**src/evpm_pkg.sv**
```systemverilog
// constants for the exception vector and priority map
// assumes one clock domain and a core that fetches vectors by handshake
package evpm_pkg;

  // ****************************************************************
  // table layout
  // ****************************************************************
  localparam int          EVPM_NUM_POS     = 33;
  localparam int          EVPM_POS_W       = 6;
  localparam int          EVPM_PRIO_W      = 5;
  localparam int          EVPM_KEY_W       = 6;
  localparam int          EVPM_NUM_PERIPH  = 15;
  localparam int          EVPM_NUM_SYSTEM  = 10;
  localparam int          EVPM_NUM_IRQ     = 17;

  localparam logic [5:0]  POS_STACK_TOP    = 6'h00;
  localparam logic [5:0]  POS_RESET        = 6'h01;
  localparam logic [5:0]  POS_NMI          = 6'h02;
  localparam logic [5:0]  POS_HARD_FAULT   = 6'h03;
  localparam logic [5:0]  POS_MEM_FAULT    = 6'h04;
  localparam logic [5:0]  POS_BUS_FAULT    = 6'h05;
  localparam logic [5:0]  POS_USAGE_FAULT  = 6'h06;
  localparam logic [5:0]  POS_SVC          = 6'h0b;
  localparam logic [5:0]  POS_DEBUG_MON    = 6'h0c;
  localparam logic [5:0]  POS_PENDABLE_SERVICE_EXC       = 6'h0e;
  localparam logic [5:0]  POS_SYSTEM_TICK_EXC      = 6'h0f;
  localparam int          POS_PERIPH_BASE  = 18;

  // positions that may ever be raised; reserved ones stay zero
  localparam logic [32:0] RAISABLE_MASK    = 33'h1_d7bc_d87c;

  // ****************************************************************
  // priority keys: lower wins; fixed ones sit below every soft level
  // ****************************************************************
  localparam logic [5:0]  KEY_RESET        = 6'h00;
  localparam logic [5:0]  KEY_NMI          = 6'h01;
  localparam logic [5:0]  KEY_HARD_FAULT   = 6'h02;
  localparam logic [5:0]  KEY_SOFT_OFFSET  = 6'h03;
  localparam logic [5:0]  KEY_THREAD       = 6'h3f;

  // ****************************************************************
  // vector addressing
  // ****************************************************************
  localparam logic [31:0] VEC_BASE_RESET   = 32'h0000_0000;
  localparam int          VEC_ENTRY_SHIFT  = 2;

endpackage

```
**src/evpm_arb_if.sv**
```systemverilog
// carrier between pending bank, arbiter and the top of the map
// assumes all parties run on the same clock
`timescale 1ns/1ps
interface evpm_arb_if;
  import evpm_pkg::*;
  logic [EVPM_NUM_POS-1:0]            raise;
  logic [EVPM_NUM_POS-1:0]            clr;
  logic [EVPM_NUM_POS-1:0]            pend;
  logic [EVPM_NUM_POS*EVPM_KEY_W-1:0] keys;
  logic                               win_valid;
  logic [EVPM_POS_W-1:0]              win_pos;
  logic [EVPM_KEY_W-1:0]              win_key;

  modport bank (input raise, input clr, output pend);
  modport arb  (input pend, output keys, output win_valid, output win_pos, output win_key);
  modport ctrl (output raise, output clr, input pend, input keys,
                input win_valid, input win_pos, input win_key);
endinterface

```
**src/evpm_pend_bank.sv**
```systemverilog
// pending latches, one per table position
// assumes raise and clear come from the top of the map on the same clock
`timescale 1ns/1ps
module evpm_pend_bank
  import evpm_pkg::*;
(
  input  wire logic clk,
  input  wire logic sys_rst,
  evpm_arb_if.bank  arb
);

  // ****************************************************************
  // latches: a raise in the clearing cycle keeps the bit set
  // ****************************************************************
  logic [EVPM_NUM_POS-1:0] pend_r;
  logic [EVPM_NUM_POS-1:0] pend_nxt;

  genvar g;
  generate
    for (g = 0; g < EVPM_NUM_POS; g++) begin : g_pend
      assign pend_nxt[g] = RAISABLE_MASK[g] & (arb.raise[g] | (pend_r[g] & ~arb.clr[g]));
    end
  endgenerate

  always_ff @(posedge clk) begin
    if (sys_rst) begin
      pend_r <= '0;
    end else begin
      pend_r <= pend_nxt;
    end
  end

  assign arb.pend = pend_r;

endmodule

```
**src/evpm_prio_arbiter.sv**
```systemverilog
// picks the pending exception with the lowest priority key
// assumes soft priorities are held stable by the surrounding logic
`timescale 1ns/1ps
module evpm_prio_arbiter
  import evpm_pkg::*;
(
  input  wire logic [EVPM_NUM_POS*EVPM_PRIO_W-1:0] prio_cfg,
  evpm_arb_if.arb                                  arb
);

  // ****************************************************************
  // per-position key
  // ****************************************************************
  genvar g;
  generate
    for (g = 0; g < EVPM_NUM_POS; g++) begin : g_key
      logic [EVPM_KEY_W-1:0] soft_key;
      assign soft_key = {1'b0, prio_cfg[g*EVPM_PRIO_W +: EVPM_PRIO_W]} + KEY_SOFT_OFFSET;
      assign arb.keys[g*EVPM_KEY_W +: EVPM_KEY_W] =
        (g == 1) ? KEY_RESET :
        (g == 2) ? KEY_NMI :
        (g == 3) ? KEY_HARD_FAULT : soft_key;
    end
  endgenerate

  // ****************************************************************
  // selection: scanning downward, equal keys go to the lower position
  // ****************************************************************
  always_comb begin
    logic [EVPM_KEY_W-1:0] k;
    arb.win_valid = 1'b0;
    arb.win_pos   = '0;
    arb.win_key   = KEY_THREAD;
    k             = '0;
    for (int i = EVPM_NUM_POS - 1; i >= 0; i--) begin
      k = arb.keys[i*EVPM_KEY_W +: EVPM_KEY_W];
      if (arb.pend[i] && (!arb.win_valid || k <= arb.win_key)) begin
        arb.win_valid = 1'b1;
        arb.win_pos   = EVPM_POS_W'(i);
        arb.win_key   = k;
      end
    end
  end

endmodule

```
**src/evpm_exception_map.sv**
```systemverilog
// exception vector and priority map: pends exceptions, picks one, fetches its vector
// assumes the core acknowledges each vector fetch and reports exception return
//
// Operation
// ten system exceptions plus seventeen peripheral inputs; the code has fifteen, at positions 18-32
// reset first fetches stack pointer from position zero
// each position holds a 32-bit handler address
// position sets vector location and hardware priority
// reset at position one, highest priority
// first reset instruction drops to thread level
// nmi at two, preempted only by reset
// hard fault when fault handler cannot activate
// memory fault on protection unit mismatch
// bus fault: precise synchronous, imprecise asynchronous
// usage fault on execution errors
// supervisor call on service-call instruction
// debug monitor only when enabled, not halting
// pendable service pended by software only
// system tick pends on timer expiry
// reserved positions; peripherals from eighteen upward
// mac timer, transmit, receive at 24-26
// requests a, c, d at 28-31; debug 32
// equal priority: lower position taken first
// other exceptions carry 5-bit software priority
// vector at base plus four times position
`timescale 1ns/1ps
module evpm_exception_map
  import evpm_pkg::*;
#(
  parameter logic [31:0] VEC_BASE = VEC_BASE_RESET
)(
  input  wire logic                                clk,
  input  wire logic                                sys_rst,
  input  wire logic                                nmi_req,
  input  wire logic                                mem_fault_req,
  input  wire logic                                bus_fault_precise,
  input  wire logic                                bus_fault_imprecise,
  input  wire logic                                usage_fault_req,
  input  wire logic                                mem_fault_en,
  input  wire logic                                bus_fault_en,
  input  wire logic                                usage_fault_en,
  input  wire logic                                svc_exec,
  input  wire logic                                debug_mon_req,
  input  wire logic                                debug_mon_en,
  input  wire logic                                debug_halting,
  input  wire logic                                pendable_service_exc_sw_set,
  input  wire logic                                system_tick_exc_expire,
  input  wire logic [EVPM_NUM_PERIPH-1:0]          periph_irq,
  input  wire logic [EVPM_NUM_POS*EVPM_PRIO_W-1:0] prio_cfg,
  input  wire logic                                vec_ack,
  input  wire logic                                first_instr,
  input  wire logic                                exc_return,
  input  wire logic [EVPM_KEY_W-1:0]               ret_level,
  output logic                                     vec_fetch_r,
  output logic [31:0]                              vec_addr_r,
  output logic [EVPM_POS_W-1:0]                    exc_num_r,
  output logic [EVPM_KEY_W-1:0]                    exec_level_r
);

  // ****************************************************************
  // sub-blocks
  // ****************************************************************
  evpm_arb_if arb_if ();

  evpm_pend_bank u_bank (
    .clk     (clk),
    .sys_rst (sys_rst),
    .arb     (arb_if.bank)
  );

  evpm_prio_arbiter u_arb (
    .prio_cfg (prio_cfg),
    .arb      (arb_if.arb)
  );

  typedef enum logic [1:0] {
    ST_FETCH_SP,
    ST_FETCH_RST,
    ST_RESET_RUN,
    ST_RUN
  } evpm_state_t;

  evpm_state_t               state_r;
  evpm_state_t               state_nxt;
  logic [EVPM_KEY_W-1:0]     taken_key_r;

  // ****************************************************************
  // keys of the synchronous faults and the debug monitor, for the activation check
  // ****************************************************************
  wire logic [EVPM_KEY_W-1:0] key_mem   = arb_if.keys[POS_MEM_FAULT*EVPM_KEY_W +: EVPM_KEY_W];
  wire logic [EVPM_KEY_W-1:0] key_bus   = arb_if.keys[POS_BUS_FAULT*EVPM_KEY_W +: EVPM_KEY_W];
  wire logic [EVPM_KEY_W-1:0] key_usage = arb_if.keys[POS_USAGE_FAULT*EVPM_KEY_W +: EVPM_KEY_W];
  wire logic [EVPM_KEY_W-1:0] key_dbg   = arb_if.keys[POS_DEBUG_MON*EVPM_KEY_W +: EVPM_KEY_W];

  wire logic mem_ok   = mem_fault_en && (key_mem < exec_level_r);
  wire logic bus_ok   = bus_fault_en && (key_bus < exec_level_r);
  wire logic usage_ok = usage_fault_en && (key_usage < exec_level_r);

  wire logic mem_raise   = mem_fault_req && mem_ok;
  wire logic bus_raise   = (bus_fault_precise && bus_ok) || bus_fault_imprecise;
  wire logic usage_raise = usage_fault_req && usage_ok;
  wire logic hard_raise  = (mem_fault_req && !mem_ok) ||
                           (bus_fault_precise && !bus_ok) ||
                           (usage_fault_req && !usage_ok);
  wire logic dbg_raise   = debug_mon_req && debug_mon_en && !debug_halting &&
                           (key_dbg < exec_level_r);

  // ****************************************************************
  // raise vector
  // ****************************************************************
  logic [EVPM_NUM_POS-1:0] sys_raise;
  logic [EVPM_NUM_POS-1:0] periph_raise;

  always_comb begin
    sys_raise                  = '0;
    sys_raise[POS_NMI]         = nmi_req;
    sys_raise[POS_HARD_FAULT]  = hard_raise;
    sys_raise[POS_MEM_FAULT]   = mem_raise;
    sys_raise[POS_BUS_FAULT]   = bus_raise;
    sys_raise[POS_USAGE_FAULT] = usage_raise;
    sys_raise[POS_SVC]         = svc_exec;
    sys_raise[POS_DEBUG_MON]   = dbg_raise;
    sys_raise[POS_PENDABLE_SERVICE_EXC]      = pendable_service_exc_sw_set;
    sys_raise[POS_SYSTEM_TICK_EXC]     = system_tick_exc_expire;
  end

  // peripheral line i lands at position 18+i; reserved slots are masked off
  assign periph_raise = {periph_irq, {POS_PERIPH_BASE{1'b0}}};
  assign arb_if.raise = (sys_raise | periph_raise) & RAISABLE_MASK;

  // ****************************************************************
  // vector fetch control
  // ****************************************************************
  wire logic take_now = (state_r == ST_RUN) && !vec_fetch_r && arb_if.win_valid &&
                        (arb_if.win_key < exec_level_r);
  wire logic ack_exc  = vec_fetch_r && vec_ack && (state_r == ST_RUN);
  wire logic [31:0] win_addr = VEC_BASE +
                               {24'h000000, arb_if.win_pos, 2'b00};
  wire logic [31:0] rst_addr = VEC_BASE +
                               {24'h000000, POS_RESET, 2'b00};

  always_comb begin
    arb_if.clr = '0;
    if (ack_exc) begin
      arb_if.clr[exc_num_r] = 1'b1;
    end
  end

  always_comb begin
    state_nxt = state_r;
    case (state_r)
      ST_FETCH_SP: begin
        if (vec_ack) begin
          state_nxt = ST_FETCH_RST;
        end
      end
      ST_FETCH_RST: begin
        if (vec_ack) begin
          state_nxt = ST_RESET_RUN;
        end
      end
      ST_RESET_RUN: begin
        if (first_instr) begin
          state_nxt = ST_RUN;
        end
      end
      ST_RUN: begin
        state_nxt = ST_RUN;
      end
      default: begin
        state_nxt = ST_FETCH_SP;
      end
    endcase
  end

  always_ff @(posedge clk) begin
    if (sys_rst) begin
      state_r <= ST_FETCH_SP;
    end else begin
      state_r <= state_nxt;
    end
  end

  // stack pointer is fetched from position zero before any code runs
  always_ff @(posedge clk) begin
    if (sys_rst) begin
      vec_fetch_r <= 1'b1;
      vec_addr_r  <= VEC_BASE;
      exc_num_r   <= POS_STACK_TOP;
    end else if (state_r == ST_FETCH_SP && vec_ack) begin
      vec_fetch_r <= 1'b1;
      vec_addr_r  <= rst_addr;
      exc_num_r   <= POS_RESET;
    end else if (take_now) begin
      vec_fetch_r <= 1'b1;
      vec_addr_r  <= win_addr;
      exc_num_r   <= arb_if.win_pos;
    end else if (vec_ack) begin
      vec_fetch_r <= 1'b0;
    end
  end

  always_ff @(posedge clk) begin
    if (sys_rst) begin
      taken_key_r <= KEY_THREAD;
    end else if (take_now) begin
      taken_key_r <= arb_if.win_key;
    end
  end

  // ****************************************************************
  // execution level
  // ****************************************************************
  always_ff @(posedge clk) begin
    if (sys_rst) begin
      exec_level_r <= KEY_RESET;
    end else if (state_r == ST_RESET_RUN && first_instr) begin
      exec_level_r <= KEY_THREAD;
    end else if (ack_exc) begin
      exec_level_r <= taken_key_r;
    end else if (exc_return && state_r == ST_RUN) begin
      exec_level_r <= ret_level;
    end
  end

endmodule

```
**config.mk**
```make
export PLATFORM = sky130hd
export DESIGN_NAME = evpm_exception_map
export DESIGN_NICKNAME = d
export VERILOG_FILES = /design/src/evpm_pkg.sv /design/src/evpm_arb_if.sv /design/src/evpm_pend_bank.sv /design/src/evpm_prio_arbiter.sv /design/src/evpm_exception_map.sv
export SDC_FILE = /design/constraint.sdc
export NUM_CORES = 1
export LEC_CHECK = 0
export ABC_AREA = 1
export BUFFER_PORTS_ARGS = -buffer_cell sky130_fd_sc_hd__buf_2
export CORE_MARGIN = 1
export CORE_UTILIZATION = 52
export CTS_BUF_LIST = sky130_fd_sc_hd__clkbuf_4
export DETAILED_ROUTE_END_ITERATION = 12
export PLACE_DENSITY = 0.76
export SETUP_SLACK_MARGIN = 0.1
export SLEW_MARGIN = 20
export SYNTH_ARGS = -nofsm -noshare
export SYNTH_HDL_FRONTEND = slang
export SYNTH_HIERARCHICAL = 1
export SYNTH_SLANG_ARGS = --single-unit
```
**constraint.sdc**
```tcl
create_clock -name clk -period 47 [get_ports clk]
set_input_delay 2.35 -clock clk [delete_from_list [all_inputs] [get_ports clk]]
set_output_delay 2.35 -clock clk [all_outputs]
set_load 0.005 [all_outputs]
```
## After elaboration in Yosys (flattened, before gate mapping)

Index checks and enable logic that the tools add are counted.
W data, S select, Z words.

- Bits in registers: 55
- Word-level logic and storage cells: 392

- Multiplexer cells: 113
- Order comparisons: 39
- Bitwise operators: 64
- $add $sub $neg: 30
- Equality and inequality tests: 6
- Reduce and logical (&&, ||, !) cells: 131

Operator list:

| cell | number |
|---|---|
| $mux W6 | 69 |
| $add A5 B2 Y6 const B | 30 |
| $le A6 B6 Y1 | 29 |
| $logic_and A1 B1 Y1 | 53 |
| $logic_not A1 Y1 | 37 |
| $mux W1 | 36 |
| $logic_or A1 B1 Y1 | 35 |
| $mux W33 | 1 |
| $or A16 B33 Y33 | 1 |
| $lt A6 B6 Y1 | 5 |
| $and A1 B1 Y1 | 21 |
| $not A1 Y1 | 21 |
| $or A1 B1 Y1 | 21 |
| $le A1 B6 Y1 const A | 2 |
| $pmux W2 S4 | 1 |
| $lt A6 B7 Y1 const B | 1 |
| $demux W1 S6 | 1 |
| $ge A6 B1 Y1 const B | 1 |
| $le A2 B6 Y1 const A | 1 |
| $mux W2 | 3 |
| $mux W3 | 2 |
| $ne A2 B2 Y1 const B | 3 |
| $eq A2 B2 Y1 const B | 2 |
| $reduce_and A3 Y1 | 1 |
| other kinds (6) | 6 |

## Depth between registers and ports, before layout

Gate-level depths: netlist of run 1.

- Word-level depth: 134
- Depth in mapped cells: 325
- Gate-level depth less buffers: 323

## By module

The synthesis of run 1 kept the hierarchy.

Modules (own cells, without submodules):

| module | cells each | times used | area an instance (um^2) |
|---|---|---|---|
| evpm_prio_arbiter | 1725 | 1 | 9932.0 |
| evpm_exception_map | 311 | 1 | 2060.7 |
| evpm_pend_bank | 120 | 1 | 953.4 |

## Worst setup path before layout of run 1

OpenSTA, ideal clock, no wires.

- Path type: input to register
- Start point: input prio_cfg[161]
- End point: register exc_num_r[3]
- Stages on the path: 211
- Slack: 19888 ps
- Arrival time: 26996 ps
- Path through: inv_1 > a21oi_1 > nand2_1 > o21ai_0 > inv_1 > ha_1 > nand2_1 > nor2_1 > nand2_1 > nand3_1 > nand2_1 > nand2_1 > nand2_1 > and2_1 > ha_1 > nand2_1 > nor2_1 > nand2_1 > (+175 left out) > nand2_1 > nand2_1 > nand3_1 > nor2_2 > nor2_2 > nor2_4 > nand2_1 > nor2_1 > nand2_1 > nand2_1 > ha_1 > a21oi_1 > nand2_1 > nor2_2 > nand2_2 > clkbuf_8 > o21ai_0 > nor2_1

- Word-level cells in the longest chain between the ends: 132
- Elaborated cells on any way between the ends: 228
- Classes of those cells: add/sub (1); order compare (33); mux (97); reduce/logical (97)

Ends and longest elaborated chain:

| item | RTL line | source |
|---|---|---|
| start: declaration | evpm_exception_map.sv:49 | `input wire logic [EVPM_NUM_POS*EVPM_PRIO_W-1:0] prio_cfg,` |
| $add A5 B2 Y6 * | evpm_prio_arbiter.sv:18 | `assign soft_key = {1'b0, prio_cfg[g*EVPM_PRIO_W +: EVPM_PRIO_W]} + KEY_SOFT_OFFSET;` |
| $mux W6 * | evpm_prio_arbiter.sv:37 | `if (arb.pend[i] && (!arb.win_valid \|\| k <= arb.win_key)) begin` |
| $le A6 B6 Y1 | evpm_prio_arbiter.sv:37 |  |
| $logic_or A1 B1 Y1 | evpm_prio_arbiter.sv:37 |  |
| $logic_and A1 B1 Y1 | evpm_prio_arbiter.sv:37 |  |
| $mux W6 or $mux W1 (tied branches) | evpm_prio_arbiter.sv:37 |  |
| $le A6 B6 Y1 or $logic_not A1 Y1 (tied branches) | evpm_prio_arbiter.sv:37 |  |
| $logic_or A1 B1 Y1 | evpm_prio_arbiter.sv:37 |  |
| (+117 left out) | - |  |
| $mux W6 or $mux W1 (tied branches) | evpm_prio_arbiter.sv:37 |  |
| $le A6 B6 Y1 or $logic_not A1 Y1 (tied branches) | evpm_prio_arbiter.sv:37 |  |
| $logic_or A1 B1 Y1 | evpm_prio_arbiter.sv:37 |  |
| $logic_and A1 B1 Y1 | evpm_prio_arbiter.sv:37 |  |
| $mux W6 * | evpm_prio_arbiter.sv:37 |  |
| via arb_if.win_key[5] | evpm_arb_if.sv:12 | `logic [EVPM_KEY_W-1:0] win_key;` |
| $lt A6 B6 Y1 * | evpm_exception_map.sv:135 | `(arb_if.win_key < exec_level_r);` |
| $logic_and A1 B1 Y1 * | evpm_exception_map.sv:134 | `wire logic take_now = (state_r == ST_RUN) && !vec_fetch_r && arb_if.win_valid &&` |
| end signal: assignment | evpm_exception_map.sv:197 | `exc_num_r <= arb_if.win_pos;` |
| end: declaration | evpm_exception_map.sv:56 | `output logic [EVPM_POS_W-1:0] exc_num_r,` |

The timed path passes the listed nets; every way through them passes the cells marked *.
A chain may end at the register's enable or synchronous reset.

## Worst setup path in the final report of run 1

- Start point: input prio_cfg[160]
- End point: register vec_addr_r[2]

- Word-level cells in the longest chain between the ends: 133
- Elaborated cells on any way between the ends: 231
- Classes of those cells: add/sub (1); order compare (33); mux (99); reduce/logical (98)

Ends and longest elaborated chain:

| item | RTL line | source |
|---|---|---|
| $add A5 B2 Y6 * | evpm_prio_arbiter.sv:18 |  |
| via arb_if.keys[192] | evpm_arb_if.sv:9 | `logic [EVPM_NUM_POS*EVPM_KEY_W-1:0] keys;` |
| $mux W6 * | evpm_prio_arbiter.sv:37 |  |
| $le A6 B6 Y1 | evpm_prio_arbiter.sv:37 |  |
| $logic_or A1 B1 Y1 | evpm_prio_arbiter.sv:37 |  |
| $logic_and A1 B1 Y1 | evpm_prio_arbiter.sv:37 |  |
| $mux W6 or $mux W1 (tied branches) | evpm_prio_arbiter.sv:37 |  |
| $le A6 B6 Y1 or $logic_not A1 Y1 (tied branches) | evpm_prio_arbiter.sv:37 |  |
| (+119 left out) | - |  |
| $le A6 B6 Y1 or $logic_not A1 Y1 (tied branches) | evpm_prio_arbiter.sv:37 |  |
| $logic_or A1 B1 Y1 | evpm_prio_arbiter.sv:37 |  |
| $logic_and A1 B1 Y1 | evpm_prio_arbiter.sv:37 |  |
| $mux W6 * | evpm_prio_arbiter.sv:37 |  |
| via arb_if.win_key[5] | evpm_arb_if.sv:12 |  |
| $lt A6 B6 Y1 * | evpm_exception_map.sv:135 |  |
| $logic_and A1 B1 Y1 * | evpm_exception_map.sv:134 |  |
| $reduce_bool A2 Y1 (no line) * | - |  |
| end signal: assignment | evpm_exception_map.sv:192 | `vec_addr_r <= rst_addr;` |
| end signal: assignment | evpm_exception_map.sv:196 | `vec_addr_r <= win_addr;` |
| end: declaration | evpm_exception_map.sv:55 | `output logic [31:0] vec_addr_r,` |

The timed path passes the listed nets; every way through them passes the cells marked *. The select of a mux whose other input is x is not followed.

==> flow_metrics.py, run 1 <==
metrics = {
    "grt": {
        "gr-usage-all-layers_pct": 25.74,
        "first_global_vias": 12390,
        "grt-ovfl-total": 0,
        "initial_antenna_violation_count": 0,
        "maximum_number_of_pins_on_one_net_before_global_route_repair": 27,
        "wire_length_of_the_first_global_routing_pass_um": 53550,
    },
    "sta": {
        "fin_crit_ns": 33.03,
        "min_period_over_period_pct": 70.28,
        "timing.final.hold_violations": 0,
        "timing.setup.tns_ns": 0,
        "grt_setup_unrepaired": "no",
        "fmax_ghz": 0.03028,
        "post-route-worst-setup-slack_ns": 13.97,
        "setup_skew_ns": 0.02924,
        "timing_worst_slew_pin_value_ns": 0.7520,
        "maxSlewHeadroom_pct": 49.70,
        "timing.final.max_slew_violations": 0,
        "setup_viol": 0,
        "fin_worst_hold_slack_ns": 0.4862,
    },
    "placed_design": {
        "place.port_buffers": 205,
        "place_congestion": 0.8908,
        "placement.setup.worst_slack_ns": 14.11,
        "post-dp-hpwl_um": 28760,
    },
    "finish": {
        "antennaDiodeCount": 0,
        "finish.utilization_pct": 58.80,
        "n_fill_cell": 2409,
        "sequential_cell_area_um2": 840.8,
        "multiInputGateArea_um2": 10080,
        "area_growth_syn_to_layout_pct": 9.634,
        "post_layout_nets": 2744,
        "drive_above_1_share_pct": 13.02,
    },
    "critical_path": {
        "critical_path.startpoint_type": "input port",
        "critPathLaunch": "prio_cfg[160]",
        "crit_buf_inv": 21,
        "delay_of_the_slowest_cell_on_the_worst_path_ns": 0.59,
        "timing.critical_path.required_ns": 47.22,
        "worst_setup_path_end_kind": "register",
        "r2r_start": "u_bank/arb.pend[32]",
        "endpoint_arrival_time_on_the_critical_path_ns": 33.25,
        "criticalPathCategory": "in -> reg",
        "cpMostUsedCell": "sky130_fd_sc_hd__nand2_1",
        "critical-path-top-delay-family": "simple AND/OR/NAND/NOR gates",
        "crit_slowest_cell": "sky130_fd_sc_hd__nor2_1",
        "worst-path-max-fanout": 11,
    },
    "floorplanning": {
        "area_enclosed_by_the_die_boundary_um2": 25130,
        "design.portCount": 250,
        "rows": 56,
        "die_width_um": 158.5,
        "die_y_um": 158.5,
        "floorplan.initialDensity_pct": 53.63,
        "core_area_um2": 23750,
    },
    "clock_network": {
        "cts_num_sinks": 42,
        "cts.reportedPaths.clkPinSlew_ns": 0.15,
        "cts.repair.resized": 0,
        "cts_buffers": 5,
        "tritoncts": "yes",
        "number_of_buffers_inserted_for_hold_repair_after_clock_tree_synthesis": 0,
        "clockBufferDepth": 2,
        "count_of_h_tree_levels_built_during_cts": 2,
        "clock_latency_ns": 0.37,
        "post-cts-setup-buffer-count": 0,
        "cts_root_buffer": "sky130_fd_sc_hd__clkbuf_4",
    },
    "routing": {
        "vias": 13540,
        "totalWireLength_um": 32760,
        "drt-pass1-iter-count": 5,
        "drc": 0,
        "drt.antenna.violating_nets": 0,
        "drt_iter0_drc": 632,
        "detail_route.vias_per_cell": 5.149,
        "route.detailed.wl_per_inst_um": 12.46,
    },
    "power": {
        "ir_drop_mv": 0.05688,
        "total_leakage_power_uw": 0.008161,
        "power_per_cell_area_nw_per_um2": 82.19,
    },
    "flow_run": {
        "cap_viol_max_count": 0,
    },
    "hold_path": {
        "worstHoldStart": "u_bank/arb.pend[12]",
        "hold_path.class": "reg -> reg",
    },
    "outcome": {
        "run_status": "complete, no violations",
    },
    "logic_synthesis": {
        "synthesis.instances": 2121,
        "synthesis.area_um2": 12740,
        "warning_count_from_the_yosys_run": 6,
        "synthesis.area_per_instance_um2": 6.006,
    },
}
## through the flow
step	total power (µW)	area, µm²	std cells
3_3_place_gp	1036	13860	2622
5_1_grt	1313	13970	2630
2_1_floorplan	869.6	12870	2157
6_report	1148	13970	2630
3_5_place_dp	1083	13860	2622
4_1_cts	1120	13970	2630
## cells in the final DEF (no fill, tap or decap), types with 5 or more instances in the layout
cell type / instances
sky130_fd_sc_hd__o21a_1: 15
sky130_fd_sc_hd__nand2_1: 500
sky130_fd_sc_hd__o21bai_1: 6
sky130_fd_sc_hd__inv_1: 387
sky130_fd_sc_hd__a21oi_2: 21
sky130_fd_sc_hd__a32oi_1: 20
sky130_fd_sc_hd__nor4_1: 8
sky130_fd_sc_hd__nor3_1: 7
sky130_fd_sc_hd__ha_1: 229
sky130_fd_sc_hd__xor2_1: 22
sky130_fd_sc_hd__o21ai_0: 64
sky130_fd_sc_hd__conb_1: 38
sky130_fd_sc_hd__clkbuf_4: 5
sky130_fd_sc_hd__a21oi_1: 70
sky130_fd_sc_hd__nand2_2: 10
sky130_fd_sc_hd__a211oi_1: 20
sky130_fd_sc_hd__and3_1: 7
sky130_fd_sc_hd__or2_1: 7
sky130_fd_sc_hd__a31oi_1: 6
sky130_fd_sc_hd__dfxtp_1: 42
sky130_fd_sc_hd__and2_1: 62
sky130_fd_sc_hd__buf_2: 205
sky130_fd_sc_hd__nand3_1: 209
sky130_fd_sc_hd__nand4_1: 16
sky130_fd_sc_hd__xnor2_1: 67
sky130_fd_sc_hd__o211ai_1: 10
sky130_fd_sc_hd__nor2_2: 10
sky130_fd_sc_hd__inv_2: 8
sky130_fd_sc_hd__nor2_1: 186
sky130_fd_sc_hd__nand3_2: 13
sky130_fd_sc_hd__or2_2: 10
## sequential cells by signal, indices dropped and copies added, names as in the netlist
register	cells
exc_num_r	5
exec_level_r	6
state_r	2
taken_key_r	6
u_bank/arb.pend	21
vec_addr_r	1
vec_fetch_r	1
## layer usage
layer | routed length (µm) | track usage [%] | up-vias
li1 | - | - | 7139
met1 | 15670 | 33.93 | 6020
met2 | 15190 | 45.86 | 353
met3 | 1541 | 1.905 | 30
met4 | 361 | 4.670 | 0
met5 | 0 | 0 | -
## final cells by class
cell class	count	share of cell area [%]
clock inverter	3	0.4927
sequential	42	6.020
multi-input combinational	1657	72.17
clock buffer	5	0.2687
inverter	399	10.85
timing repair buffer	205	7.346
tap	319	2.858
## worst paths after layout
kind	end	slack, ns	depth (start not counted)
setup reg to reg	vec_addr_r[2]	15.95	204
setup / recovery	vec_addr_r[2]	13.97	209
hold / removal	u_bank/arb.pend[12]	0.49	2
hold reg to reg	u_bank/arb.pend[12]	0.49	2
## power breakdown
part           internal [µW]  switching, µW
clock                   16.7           13.4
sequential              37.8           2.68
combinational            408            670
total                    462            686
## worst reg2reg max path: cells and delay by family, from the launching register on
family,cells,cell delay (ns)
and+or+nand+nor,122,14.77
DFF,1,0.59
buffers and inverters,19,3.56
adders and majority gates,19,5.50
AOI/OAI and AO/OA,44,6.48
No activity file was read; power rests on OpenSTA's default activity.
==> run 2, diff against run 1 <==
Settings changed: ABC_AREA 1 to 0, PLACE_DENSITY 0.76 to 0.75.
Clock period 47 ns to 31.9 ns, I/O delays scaled along.
==> run 2 against run 1 <==
Net effect: the flow now finishes with violations (slew limit, setup timing); routed wire length rose by 61%; die area rose by 7.1%; non-clock buffer count rose by 428; area after synthesis rose by 7.2%; first-iteration DRC count rose by 140%; synthesized cell count fell by 7.1%; global-route usage rose by 10 points; via count rose by 28%.
==> flow_metrics.py, run 2 <==
metrics = {
    "outcome": {
        "run_status": "finished with violations",
        "violated_checks": "slew limit, setup timing",
    },
    "critical_path": {
        "crit_slowest_cell": "sky130_fd_sc_hd__or4_4",
        "endpoint_arrival_time_on_the_critical_path_ns": 32.74,
        "worst_setup_path_end_kind": "register",
        "critical_path.startpoint_type": "input port",
        "delay_of_the_slowest_cell_on_the_worst_path_ns": 0.52,
        "timing.critical_path.required_ns": 32.10,
        "worst-path-max-fanout": 7,
        "criticalPathCategory": "in -> reg",
        "cpMostUsedCell": "sky130_fd_sc_hd__ha_4",
    },
    "sta": {
        "setup_viol": 13,
        "fin_worst_hold_slack_ns": 0.4856,
        "fmax_ghz": 0.03073,
        "timing_worst_slew_pin_value_ns": 2.121,
        "timing.final.hold_violations": 0,
        "maxSlewHeadroom_pct": -42.60,
        "post-route-worst-setup-slack_ns": -0.6391,
        "setup_skew_ns": 0.01926,
        "timing.final.max_slew_violations": 36,
        "fin_crit_ns": 32.54,
        "grt_setup_unrepaired": "yes",
        "min_period_over_period_pct": 102.0,
    },
    "clock_network": {
        "cts_root_buffer": "sky130_fd_sc_hd__clkbuf_4",
        "clockBufferDepth": 2,
        "cts.reportedPaths.clkPinSlew_ns": 0.14,
        "cts_buffers": 5,
        "count_of_h_tree_levels_built_during_cts": 2,
        "tritoncts": "yes",
        "clock_latency_ns": 0.36,
        "cts_num_sinks": 42,
    },
    "floorplanning": {
        "design.portCount": 250,
        "floorplan.initialDensity_pct": 53.61,
        "die_y_um": 164.1,
        "rows": 58,
        "die_width_um": 164.1,
        "area_enclosed_by_the_die_boundary_um2": 26910,
        "core_area_um2": 25470,
    },
    "routing": {
        "vias": 17400,
        "totalWireLength_um": 52770,
        "route.detailed.wl_per_inst_um": 18.25,
        "drt.antenna.violating_nets": 0,
        "drc": 0,
        "drt_iter0_drc": 1513,
        "detail_route.vias_per_cell": 6.018,
        "drt-pass1-iter-count": 5,
    },
    "finish": {
        "post_layout_nets": 2993,
        "final-instance-count-excl-fill": 2891,
        "area_growth_syn_to_layout_pct": 45.23,
        "largest_register_ffs": 21,
        "layout_commonest_cell": "sky130_fd_sc_hd__buf_4",
        "drive_above_1_share_pct": 38.44,
        "final_cell_mix": "390 x sky130_fd_sc_hd__buf_4, 204 x sky130_fd_sc_hd__buf_2, 198 x sky130_fd_sc_hd__inv_1",
    },
    "grt": {
        "first_global_vias": 16050,
        "maximum_number_of_pins_on_one_net_before_global_route_repair": 38,
        "gr-usage-all-layers_pct": 35.91,
        "initial_antenna_violation_count": 1,
        "grt-ovfl-total": 0,
        "wire_length_of_the_first_global_routing_pass_um": 77960,
    },
    "flow_run": {
        "cap_viol_max_count": 0,
    },
    "placed_design": {
        "place_congestion": 0.9854,
        "dp.cells": 2752,
        "place.port_buffers": 205,
        "post-dp-hpwl_um": 40220,
    },
    "logic_synthesis": {
        "synthesis.instances": 1970,
        "synthesis.area_per_instance_um2": 6.932,
        "synthesis.area_um2": 13660,
        "warning_count_from_the_yosys_run": 6,
    },
    "hold_path": {
        "hold_path.class": "reg -> reg",
    },
}
## run 2: final timing paths
check / start / to / slack (ns) / cells after the start
setup / recovery: prio_cfg[160] / vec_addr_r[2] / -0.64 / 173
hold / removal: taken_key_r[1] / taken_key_r[1] / 0.49 / 1
setup reg to reg: u_bank/arb.pend[32] / vec_addr_r[2] / 0.65 / 168
hold reg to reg: taken_key_r[1] / taken_key_r[1] / 0.49 / 1
## run 2: layout make-up
| cell class | instances | area (µm²) |
|---|---|---|
| antenna | 1 | 2.502 |
| clock buffer | 5 | 37.54 |
| clock inverter | 3 | 16.27 |
| fill | 1783 | 5640 |
| inverter | 204 | 770.7 |
| multi-input combinational | 1673 | 13350 |
| sequential | 42 | 840.8 |
| tap | 330 | 412.9 |
| timing repair buffer | 633 | 4404 |
## run 2: stage by stage
stage	setup TNS [ns]	cell area [µm²]	setup WS, ns	util, %
2_1_floorplan	0	13980	0.1270	-
3_3_place_gp	-18.37	17060	-1.504	66.99
3_5_place_dp	-22.80	17060	-1.865	66.99
4_1_cts	0	18450	0.1023	72.44
5_1_grt	-20.70	19830	-1.650	77.86
6_report	-7.833	19830	-0.6391	77.86
## run 2: what timing repair did
action | in CTS | in global routing
endpoints found under the hold margin | 0 | 0
setup endpoints to repair | 13 | 13
buffers inserted | 71 | 57
gates cloned | 2 | 0
hold buffers | 0 | 0
pin swaps | 89 | 150
resized for setup | 174 | 195
## run 2: critical path, delay by kind of cell
kind / cells / cell delay, ns
xor+xnor: 1 / 0.23
mux: 7 / 1.67
fa+ha+maj: 20 / 4.97
buf+inv: 21 / 2.74
simple gates: 42 / 6.13
compound gates: 82 / 15.36
## run 2: per-layer routing
metal | share of wire, % | routed length (µm) | up-vias | global-route usage, %
met5 | 0 | 0 | - | 0
met4 | 4.2 | 2215 | 0 | 13.09
met3 | 7.0 | 3673 | 179 | 3.056
met2 | 47 | 24550 | 815 | 60.94
met1 | 42 | 22340 | 8193 | 47.14
li1 | - | - | 8211 | -
Power of run 2 is not shown: default switching activity piles up to over one toggle a cycle in this logic, so the estimate is an artifact.
